<file path="src/crt_pkg.sv">
// package for the character recognition test injector
package crt_pkg;
  // ----------------------------------------
  // sizes
  // ----------------------------------------
  localparam int unsigned IMG_WORDS = 30;
  localparam int unsigned COL_WORDS = 4;
  localparam int unsigned WORD_W = 14;
  localparam int unsigned COL_BITS = 56;
  localparam int unsigned MAX_IMGS = 8;
  localparam int unsigned IMG_IDX_W = 3;
  localparam int unsigned MEM_DEPTH = 240;
  localparam int unsigned MEM_AW = 8;
  localparam int unsigned CODE_W = 7;
  localparam int unsigned VOLT_W = 8;
  localparam int unsigned CNT_W = 16;
  localparam logic [2:0] OUT_CHANNEL = 3'h7;
  localparam logic [CNT_W-1:0] CNT_RESET = 16'h0000;
  // columns sent per image before it sits centred
  localparam logic [3:0] CENTER_COLS = 4'h7;
  // extra space columns allowed while waiting for data ready
  localparam logic [7:0] MAX_SPACE_COLS = 8'h40;
  localparam logic [WORD_W-1:0] SPACE_WORD = 14'h0000;

  // ----------------------------------------
  // report kinds
  // ----------------------------------------
  typedef enum logic [2:0] {
    CRT_RPT_READ, CRT_RPT_MISREAD, CRT_RPT_REJECT, CRT_RPT_REF, CRT_RPT_ERR, CRT_RPT_VOLT
  } crt_rpt_t;

  typedef struct packed {
    logic [2:0] channel;
    logic [WORD_W-1:0] word;
    logic last;
  } crt_chan_t;

  typedef struct packed {
    crt_rpt_t kind;
    logic [CNT_W-1:0] value;
  } crt_host_msg_t;

  typedef struct packed {
    logic [1:0] err_id;
    logic [CODE_W-1:0] expected;
    logic [CODE_W-1:0] received;
  } crt_console_t;

  localparam logic [1:0] ERR_NONE = 2'h0;
  localparam logic [1:0] ERR_MISREAD = 2'h1;
  localparam logic [1:0] ERR_REJECT = 2'h2;
endpackage

</file>
<file path="src/crt_injector.sv">
// character recognition test injector top module
`timescale 1ns/10ps
`default_nettype none

module crt_injector
  import crt_pkg::*;
(
  // clock and reset
  input wire logic i_core_clk,
  input wire logic i_rst_n,
  // image and reference loading
  input wire logic i_img_we,
  input wire logic [MEM_AW-1:0] i_img_addr,
  input wire logic [WORD_W-1:0] i_img_data,
  input wire logic i_ref_we,
  input wire logic [IMG_IDX_W-1:0] i_ref_idx,
  input wire logic [CODE_W-1:0] i_ref_code,
  input wire logic [IMG_IDX_W-1:0] i_last_img,
  // test control
  input wire logic i_start,
  input wire logic i_online,
  input wire logic i_stop_on_error_switch,
  input wire logic i_continue,
  input wire logic [CNT_W-1:0] i_pass_limit,
  // reader side
  input wire logic i_data_ready,
  input wire logic i_reader_error,
  input wire logic i_reject,
  input wire logic [CODE_W-1:0] i_enc_code,
  input wire logic [VOLT_W-1:0] i_char_volt,
  // outputs
  output logic o_chan_valid,
  output crt_chan_t o_chan,
  output logic o_host_valid,
  output crt_host_msg_t o_host_msg,
  output logic o_halted,
  output crt_console_t o_console,
  output logic o_done,
  output logic [CNT_W-1:0] o_read_total,
  output logic [CNT_W-1:0] o_misread_total,
  output logic [CNT_W-1:0] o_reject_total
);

  // ----------------------------------------
  // storage
  // ----------------------------------------
  typedef enum logic [2:0] {
    ST_IDLE, ST_SEND, ST_WAIT, ST_COMPARE, ST_REPORT, ST_HALT, ST_DONE
  } crt_state_t;

  logic [WORD_W-1:0] img_mem_q [MEM_DEPTH];
  logic [CODE_W-1:0] ref_q [MAX_IMGS];
  logic [CODE_W-1:0] got_q [MAX_IMGS];
  logic [MAX_IMGS-1:0] rej_q;
  logic [VOLT_W-1:0] volt_q [MAX_IMGS];

  crt_state_t state_q;
  logic online_q;
  logic [IMG_IDX_W-1:0] img_q;
  logic [4:0] word_q;
  logic [1:0] sub_q;
  logic [3:0] col_q;
  logic [7:0] space_q;
  logic [2:0] rpt_q;
  logic pass_err_q;
  logic [CNT_W-1:0] pass_q;

  // load stored images one word per write
  genvar gi;
  generate
    for (gi = 0; gi < MEM_DEPTH; gi++) begin : g_mem
      always_ff @(posedge i_core_clk) begin
        if (i_img_we && state_q == ST_IDLE && i_img_addr == MEM_AW'(gi)) begin
          img_mem_q[gi] <= i_img_data;
        end
      end
    end
    for (gi = 0; gi < MAX_IMGS; gi++) begin : g_ref
      always_ff @(posedge i_core_clk) begin
        if (i_ref_we && i_ref_idx == IMG_IDX_W'(gi)) begin
          ref_q[gi] <= i_ref_code;
        end
      end
    end
  endgenerate

  // ----------------------------------------
  // decode
  // ----------------------------------------
  wire [MEM_AW-1:0] img_base = MEM_AW'(img_q) * MEM_AW'(IMG_WORDS);
  wire [MEM_AW-1:0] rd_addr = img_base + MEM_AW'(word_q);
  wire col_end = (sub_q == 2'h3);
  wire in_image = (word_q < 5'(IMG_WORDS));
  wire [WORD_W-1:0] out_word = in_image ? img_mem_q[rd_addr] : SPACE_WORD;
  wire centred = (col_q >= CENTER_COLS);
  wire last_img = (img_q == i_last_img);
  wire mismatch = (got_q[img_q] != ref_q[img_q]);
  wire img_rej = rej_q[img_q];
  wire img_err = mismatch || img_rej;
  wire [CNT_W-1:0] imgs_sent = CNT_W'(i_last_img) + 16'h0001;
  wire test_end = (pass_q + 16'h0001 >= i_pass_limit);
  wire pass_done = (pass_q >= i_pass_limit);
  crt_state_t err_next;
  assign err_next = online_q ? ST_REPORT :
                    (i_stop_on_error_switch ? ST_HALT : (test_end ? ST_DONE : ST_SEND));
  wire [1:0] err_id = img_rej ? ERR_REJECT : ERR_MISREAD;

  // ----------------------------------------
  // sequencer
  // ----------------------------------------
  always_ff @(posedge i_core_clk) begin
    if (!i_rst_n) begin
      state_q <= ST_IDLE;
      online_q <= 1'b0;
      img_q <= '0;
      word_q <= '0;
      sub_q <= '0;
      col_q <= '0;
      space_q <= '0;
      rpt_q <= '0;
      pass_err_q <= 1'b0;
      pass_q <= CNT_RESET;
      rej_q <= '0;
      o_chan_valid <= 1'b0;
      o_chan <= '0;
      o_host_valid <= 1'b0;
      o_host_msg <= '0;
      o_halted <= 1'b0;
      o_console <= '0;
      o_done <= 1'b0;
      o_read_total <= CNT_RESET;
      o_misread_total <= CNT_RESET;
      o_reject_total <= CNT_RESET;
    end else begin
      o_chan_valid <= 1'b0;
      o_host_valid <= 1'b0;
      case (state_q)
        ST_IDLE: begin
          if (i_start) begin
            online_q <= i_online;
            img_q <= '0;
            word_q <= '0;
            sub_q <= '0;
            col_q <= '0;
            pass_q <= CNT_RESET;
            o_done <= 1'b0;
            state_q <= ST_SEND;
          end
        end
        ST_SEND: begin
          // one 14-bit word per cycle, four per column
          o_chan_valid <= 1'b1;
          o_chan <= '{channel: OUT_CHANNEL, word: out_word, last: col_end};
          sub_q <= sub_q + 2'h1;
          word_q <= in_image ? word_q + 5'h01 : word_q;
          if (col_end) begin
            col_q <= centred ? col_q : col_q + 4'h1;
            if (centred) begin
              state_q <= ST_WAIT;
            end
          end
        end
        ST_WAIT: begin
          if (i_data_ready || i_reader_error || space_q == MAX_SPACE_COLS) begin
            got_q[img_q] <= i_enc_code;
            volt_q[img_q] <= i_char_volt;
            rej_q[img_q] <= i_reject || i_reader_error || !i_data_ready;
            space_q <= '0;
            word_q <= '0;
            col_q <= '0;
            if (last_img) begin
              img_q <= '0;
              state_q <= ST_COMPARE;
            end else begin
              img_q <= img_q + IMG_IDX_W'(1);
              state_q <= ST_SEND;
            end
          end else begin
            space_q <= space_q + 8'h01;
            state_q <= ST_SEND;
          end
        end
        ST_COMPARE: begin
          if (img_err) begin
            pass_err_q <= 1'b1;
            o_console <= '{err_id: err_id, expected: ref_q[img_q], received: got_q[img_q]};
            if (img_rej) begin
              o_reject_total <= o_reject_total + 16'h0001;
            end else begin
              o_misread_total <= o_misread_total + 16'h0001;
            end
          end
          if (last_img) begin
            o_read_total <= o_read_total + imgs_sent;
            img_q <= '0;
            rpt_q <= '0;
            if (pass_err_q || img_err) begin
              state_q <= err_next;
              pass_err_q <= 1'b0;
              pass_q <= pass_q + 16'h0001;
            end else if (test_end) begin
              state_q <= ST_DONE;
            end else begin
              pass_q <= pass_q + 16'h0001;
              state_q <= ST_SEND;
            end
          end else begin
            img_q <= img_q + IMG_IDX_W'(1);
          end
        end
        ST_REPORT: begin
          o_host_valid <= 1'b1;
          case (rpt_q)
            3'h0: o_host_msg <= '{kind: CRT_RPT_READ, value: o_read_total};
            3'h1: o_host_msg <= '{kind: CRT_RPT_MISREAD, value: o_misread_total};
            3'h2: o_host_msg <= '{kind: CRT_RPT_REJECT, value: o_reject_total};
            3'h3: o_host_msg <= '{kind: CRT_RPT_REF, value: CNT_W'(ref_q[img_q])};
            3'h4: o_host_msg <= '{kind: CRT_RPT_ERR, value: CNT_W'(got_q[img_q])};
            default: o_host_msg <= '{kind: CRT_RPT_VOLT, value: CNT_W'(volt_q[img_q])};
          endcase
          if (rpt_q == 3'h5) begin
            rpt_q <= '0;
            if (last_img) begin
              img_q <= '0;
              state_q <= pass_done ? ST_DONE : ST_SEND;
            end else begin
              img_q <= img_q + IMG_IDX_W'(1);
            end
          end else begin
            rpt_q <= rpt_q + 3'h1;
          end
        end
        ST_HALT: begin
          o_halted <= 1'b1;
          if (i_continue) begin
            o_halted <= 1'b0;
            state_q <= pass_done ? ST_DONE : ST_SEND;
          end
        end
        ST_DONE: begin
          o_done <= 1'b1;
          state_q <= ST_IDLE;
        end
        default: state_q <= ST_IDLE;
      endcase
    end
  end

endmodule

`default_nettype wire

</file>
<file path="config.mk">
export PLATFORM = sky130hd
export DESIGN_NAME = crt_injector
export DESIGN_NICKNAME = d
export VERILOG_FILES = /design/src/crt_pkg.sv /design/src/crt_injector.sv
export SDC_FILE = /design/constraint.sdc
export NUM_CORES = 2
export LEC_CHECK = 0
export ABC_CLOCK_PERIOD_IN_PS = 6100
export BUFFER_PORTS_ARGS = -buffer_cell sky130_fd_sc_hd__buf_4
export CAP_MARGIN = 20
export CORE_ASPECT_RATIO = 1.2
export CORE_MARGIN = 2
export CORE_UTILIZATION = 35
export CTS_CLUSTER_DIAMETER = 200
export DETAILED_ROUTE_END_ITERATION = 6
export GPL_ROUTABILITY_DRIVEN = 1
export HOLD_SLACK_MARGIN = 0.12
export SYNTH_ARGS = -nofsm -noshare
export SYNTH_HDL_FRONTEND = slang
export SYNTH_SLANG_ARGS = --single-unit
</file>
<file path="constraint.sdc">
create_clock -name i_core_clk -period 6.1 [get_ports i_core_clk]
set_clock_uncertainty 0.1 [all_clocks]
set_input_delay 0.915 -clock i_core_clk [delete_from_list [all_inputs] [get_ports i_core_clk]]
set_output_delay 0.915 -clock i_core_clk [all_outputs]
set_load 0.03 [all_outputs]
</file>
Yosys cells after proc, flatten, opt, wreduce, memory -nomap -nowiden
Memories as Yosys holds them, arrays and structs flattened. A register that Yosys moved wholly into a read port is not among the register bits.
Index checks and enable logic that the tools add are counted.
Cells by class
  add/sub/neg operators: 12
  multiply operators: 1
  order comparisons: 6
  equality and inequality tests: 272
  mux-type cells: 1300
  bitwise operators: 1
  reduce and logical (&&, ||, !) cells: 527
Operators with widths (count)
  2-to-1 mux 14 bit: 240
  OR reduction 14 bit: 239
  2-to-1 mux 8 bit: 240
  equality test 8 bit (second input constant): 112
  2-to-1 mux 1 bit: 755
  equality test 8 x 7 -> 1 bit (second input constant): 65
  equality test 8 x 6 -> 1 bit (second input constant): 32
  logical AND 1 bit: 250
  equality test 8 x 5 -> 1 bit (second input constant): 16
  2-to-1 mux 3 bit: 32
  one-hot mux 19 bit (5 select lines): 1
  equality test 8 x 4 -> 1 bit (second input constant): 8
  2-to-1 mux 16 bit: 4
  2-to-1 mux 7 bit: 7
  OR reduction 7 bit: 7
  adder 16 x 1 -> 16 bit (second input constant): 3
  equality test 8 x 3 -> 1 bit (second input constant): 4
  >= comparator 16 bit: 2
  one-hot mux 16 bit (2 select lines): 1
  equality test 3 bit (second input constant): 9
  inequality test 2 bit (second input constant): 10
  equality test 3 x 2 -> 1 bit (second input constant): 6
  one-hot mux 3 bit (6 select lines): 1
  adder 16 x 4 -> 16 bit: 1
  44 further kinds: 74
Word-level totals
  flip-flop bits (word level): 157
  memory bits (writable): 3536
  output and inout port bits: 105
  logic and storage cells: 2149
  memories kept: 4
Memories
  img_mem_q: words 240, bits a word 14, rd ports 1, clocked after memory_dff 0, wr ports 1, line crt_injector.sv:51  | logic [WORD_W-1:0] img_mem_q [MEM_DEPTH];
  volt_q: words 8, bits a word 8, rd ports 1, clocked after memory_dff 1, wr ports 1, line crt_injector.sv:55  | logic [VOLT_W-1:0] volt_q [MAX_IMGS];
  got_q: words 8, bits a word 7, rd ports 1, clocked after memory_dff 1, wr ports 1, line crt_injector.sv:53  | logic [CODE_W-1:0] got_q [MAX_IMGS];
  ref_q: words 8, bits a word 7, rd ports 1, clocked after memory_dff 1, wr ports 1, line crt_injector.sv:52  | logic [CODE_W-1:0] ref_q [MAX_IMGS];

Depth between registers and ports, before layout
  word-level depth: 245
  mapped depth: 17
  depth with buffers taken out: 14

Worst setup path before layout
Ideal clock, no wire load.
  kind: reg-to-reg
  from: register img_q[1]
  to: register o_chan[7] (netlist name)
  arrival: 4.021 ns
  required time: 5.868 ns
  setup slack: 1.848 ns
  cell stages (with the launch flop): 15
  path buffers: 3
  period minus slack after synthesis: 4.252 ns
  cell sequence: dfxtp_1 > fa_1 > ha_1 > fa_1 > ha_1 > o21ba_2 > or2_1 > clkbuf_1 > buf_4 > buf_2 > mux2i_1 > mux2i_1 > mux4_2 > a22oi_1 > o21ai_0
Between the ends
  cells in the longest elaborated chain, start to end: 4
RTL lines
  start, declared: line crt_injector.sv:59  | logic [IMG_IDX_W-1:0] img_q;
  start signal, assigned: line crt_injector.sv:175  | img_q <= img_q + IMG_IDX_W'(1);
  start signal, assigned: line crt_injector.sv:208  | img_q <= img_q + IMG_IDX_W'(1);
  start signal, assigned: line crt_injector.sv:227  | img_q <= img_q + IMG_IDX_W'(1);
  multiplier 3 x 4 -> 7 bit: line crt_injector.sv:90  | wire [MEM_AW-1:0] img_base = MEM_AW'(img_q) * MEM_AW'(IMG_WORDS);
  adder 8 x 5 -> 8 bit: line crt_injector.sv:91  | wire [MEM_AW-1:0] rd_addr = img_base + MEM_AW'(word_q);
  memory read (240 x 14 bit)
  2-to-1 mux 14 bit: line crt_injector.sv:94  | wire [WORD_W-1:0] out_word = in_image ? img_mem_q[rd_addr] : SPACE_WORD;
  end signal, assigned: line crt_injector.sv:153  | o_chan <= '{channel: OUT_CHANNEL, word: out_word, last: col_end};
  end, declared: line crt_injector.sv:33  | output crt_chan_t o_chan,
Every way passes these cells.
A chain may end at the register's enable or synchronous reset.

Worst setup path after layout
  from: register img_q[0]
  to: register o_chan[7] (netlist name)
The elaborated chain is that of the path after synthesis.

==> impl_results.md <==
- Startpoint types: flop
- Post-route insts no fill: 13.9k
- #FFs+latches synth: 3696
- Drt pass-1 iters: 6
- Final setup viols: 0
- Initial Util: 35.2%
- Async S/R FF share, synth: 0%
- Metal2 WL: 203000 um
- CP endpoint kind: flop
- CTS H-tree depth: 5
- Final Cell Area: 169000 um^2
- Leak Pwr: 0.0523 uW
- Global Route Usage Sum: 19.6%
- Worst r2r path cells: 13
- Placed Cells: 13.2k
- Global-route wire length before repair: 596000 um
- Most common library cell in the layout ignoring fill and taps: edfxtp_1
- Gpl congestion: 0.903
- WL met1: 162000 um
- Worst skew pair latency: 0.98 ns
- Place WS: 0.516 ns
- Post-Synthesis Cells: 7484
- Antenna violations before repair: 26
- Worst hold-check path type: input port to flop
- Post-DP Area: 157000 um^2
- Fill count: 36.3k
- Area leader, netlist: edfxtp_1
- Core region area: 415000 um^2
- Clk buf depth: 4
- Worst EP arrival: 6.57 ns
- Layout cells sized above 1: 23.6%
- Yosys warns: 0
- PnR worst setup slack: 0.238 ns
- Slew @ Worst Pin: 1.33 ns
- WL final: 424000 um
- CP required: 6.81 ns
- Die W: 594 um
- Relative slew margins: 11.5%
- Clk root buf: clkbuf_16
- Hold endpoint: online_q
- Primary FF master, synth: edfxtp_1
- Pwr/cell area: 319 nW/um^2
- Vias: 78.4k
- Post-CTS setup repair buffer count: 0
- I/O pin total: 182
- Worst Hold Depth: 3
- Run status: completed
- DRC viols: 0
- Top layer in use: met5
- PortBufs: 181
- Max IR drop VDD: 0.248 mV
- Final HPWL DP: 268000 um
- Sequential share of the synthesized area: 74.8%
- Nets: 8258
- Tmin final: 5.86 ns
- Unrepaired setup endpoints after global routing: no
- Reg2reg start: img_q[0]
- Max FO, Critical Path: 30
- Largest cells by area after synthesis: edfxtp_1, mux4_2, mux2i_1, dfxtp_1, nor2_1
- Clk sink count: 3696
- Clk slew on worst S/H paths: 0.06 ns
- Reg-to-reg critical path endpoint: o_chan[7]
- Maxcap violations: 0
- Power after layout: 53900 uW
- Synth Cell Area: 146000 um^2
- Layout area overhead: 15.6%
- Drt wl/cell: 30.4 um
- WS Path Type: flop to flop
- Global route total overflow: 0
- Total CTS buffers: 377
- Area of the die: 423000 um^2
- Met3 wire len: 37200 um
- Syn avg cell area: 19.5 um^2
- Row count: 259
- Vias per cell: 5.63
- Fmax: 171 MHz
- Max-slew violations: 0
- Register-to-Register Setup Slack: 0.24 ns
- Post-route antenna net violation count: 0
- Die Y: 712 um
- Hold Crit Start: i_start
- Yosys top cell area share: 72.6%
- Final Hold Viols: 0
- Vias in the first global route: 77.5k
- DRT iter0 DRCs: 10.4k
- Number of flops mapped to enable cells by yosys: 3536
- Commonest non-fill, non-tap cells in the layout: edfxtp_1, mux4_2, buf_4
- Final Cycle Share: 96.1%
- Synth unique cells: 80
- Pin count of the biggest net entering global routing: 137
- TritonCTS clock tree: done
- Syn nets: 7623
-- logic make-up after synthesis --
group | Yosys count | synth area share (%)
flops | 3696 | 74.8
mux | 1281 | 15.1
simple gates | 1059 | 3.21
compound gates | 829 | 4.00
buf+inv | 481 | 1.80
xor+xnor | 76 | 0.455
fa+ha+maj | 62 | 0.556
-- stage by stage --
stage          setup TNS, ns  hold WS, ns  util, %
5_1_grt                    0        0.187     40.7
3_3_place_gp          -0.342        0.348     37.7
3_5_place_dp               0        0.351     37.7
4_1_cts                    0        0.149     40.7
6_report                   0        0.209     40.7
2_1_floorplan              0        0.333        -
-- cell usage after synthesis, types with 14 or more instances --
cell	number
nand4_1	25
xor2_1	43
buf_1	33
xnor2_1	33
buf_6	54
a221oi_1	165
mux4_2	731
ha_1	57
o311ai_0	14
a21oi_1	140
buf_2	91
nor2_1	423
inv_1	43
mux2_2	20
dfxtp_1	160
clkbuf_1	186
and3_1	21
or3_1	14
nand2b_1	27
o22ai_1	16
o211ai_1	16
o21ai_0	169
mux2i_1	522
o21a_1	15
nor2b_1	32
a221o_1	42
nor3_1	82
buf_4	71
nand3_1	121
a22oi_1	63
a211oi_1	59
a31oi_1	34
nand2_1	268
nor4_1	15
edfxtp_1	3536
-- power breakdown --
part,switching (uW),internal (uW),total [uW]
Combinational,2160,1270,3430
Sequential,51.7,27800,27900
Clock,9760,12800,22600
-- how the worst max path moves through the flow --
stage | slack [ns] | endpoint | start
after floorplan | 1.85 | o_chan[7] | img_q[1]
after global placement | -0.21 | o_chan[14] | img_q[1]
after detailed placement | 0.52 | o_chan[7] | img_q[0]
after CTS | 0.49 | o_chan[7] | img_q[0]
after global routing | 0.17 | o_chan[7] | img_q[0]
final | 0.24 | o_chan[7] | img_q[0]
-- sequential cells by signal (all words and copies together), names as in the netlist, 2 cells and up, named ones only --
register	cells
o_read_total	16
o_chan	16
img_q	3
o_misread_total	16
img_mem_q	3360
word_q	5
volt_q	64
col_q	4
space_q	8
ref_q	56
rej_q	8
pass_q	16
o_host_msg	19
state_q	3
got_q	56
rpt_q	3
o_reject_total	16
sub_q	2
o_console	16
-- timing repair --
item,in CTS,in global routing
resized for setup,0,0
hold buffers,24,0
hold endpoints to repair,178,0
-- layer usage --
layer / GRT usage, % / vias up
li1: - / 32200
met1: 25.4 / 41400
met2: 31.9 / 4037
met3: 3.66 / 799
met4: 8.91 / 12
met5: 0 / -
-- layout make-up --
type / count / area [um^2] / area share, %
antenna: 7 / 17.5 / 0.0104
clock inverter: 229 / 2070 / 1.23
inverter: 43 / 168 / 0.0993
multi-input combinational: 3307 / 34300 / 20.3
sequential: 3696 / 109000 / 64.8
tap: 5481 / 6860 / 4.06
timing repair buffer: 694 / 6130 / 3.63
clock buffer: 469 / 9930 / 5.88
-- critical path: stages, from the launching register on --
cell and delay [ns]:
dfxtp_1 0.32, buf_4 0.19, ha_1 0.36, inv_1 0.08, fa_4 1.21, and2_4 0.72, buf_12 0.32, buf_4 0.33
a221o_1 0.21, a211oi_1 0.07, nor3_1 0.36, a21oi_1 0.17, a221oi_1 0.95, o21ai_0 0.16
No activity file was read; power rests on OpenSTA's default activity.
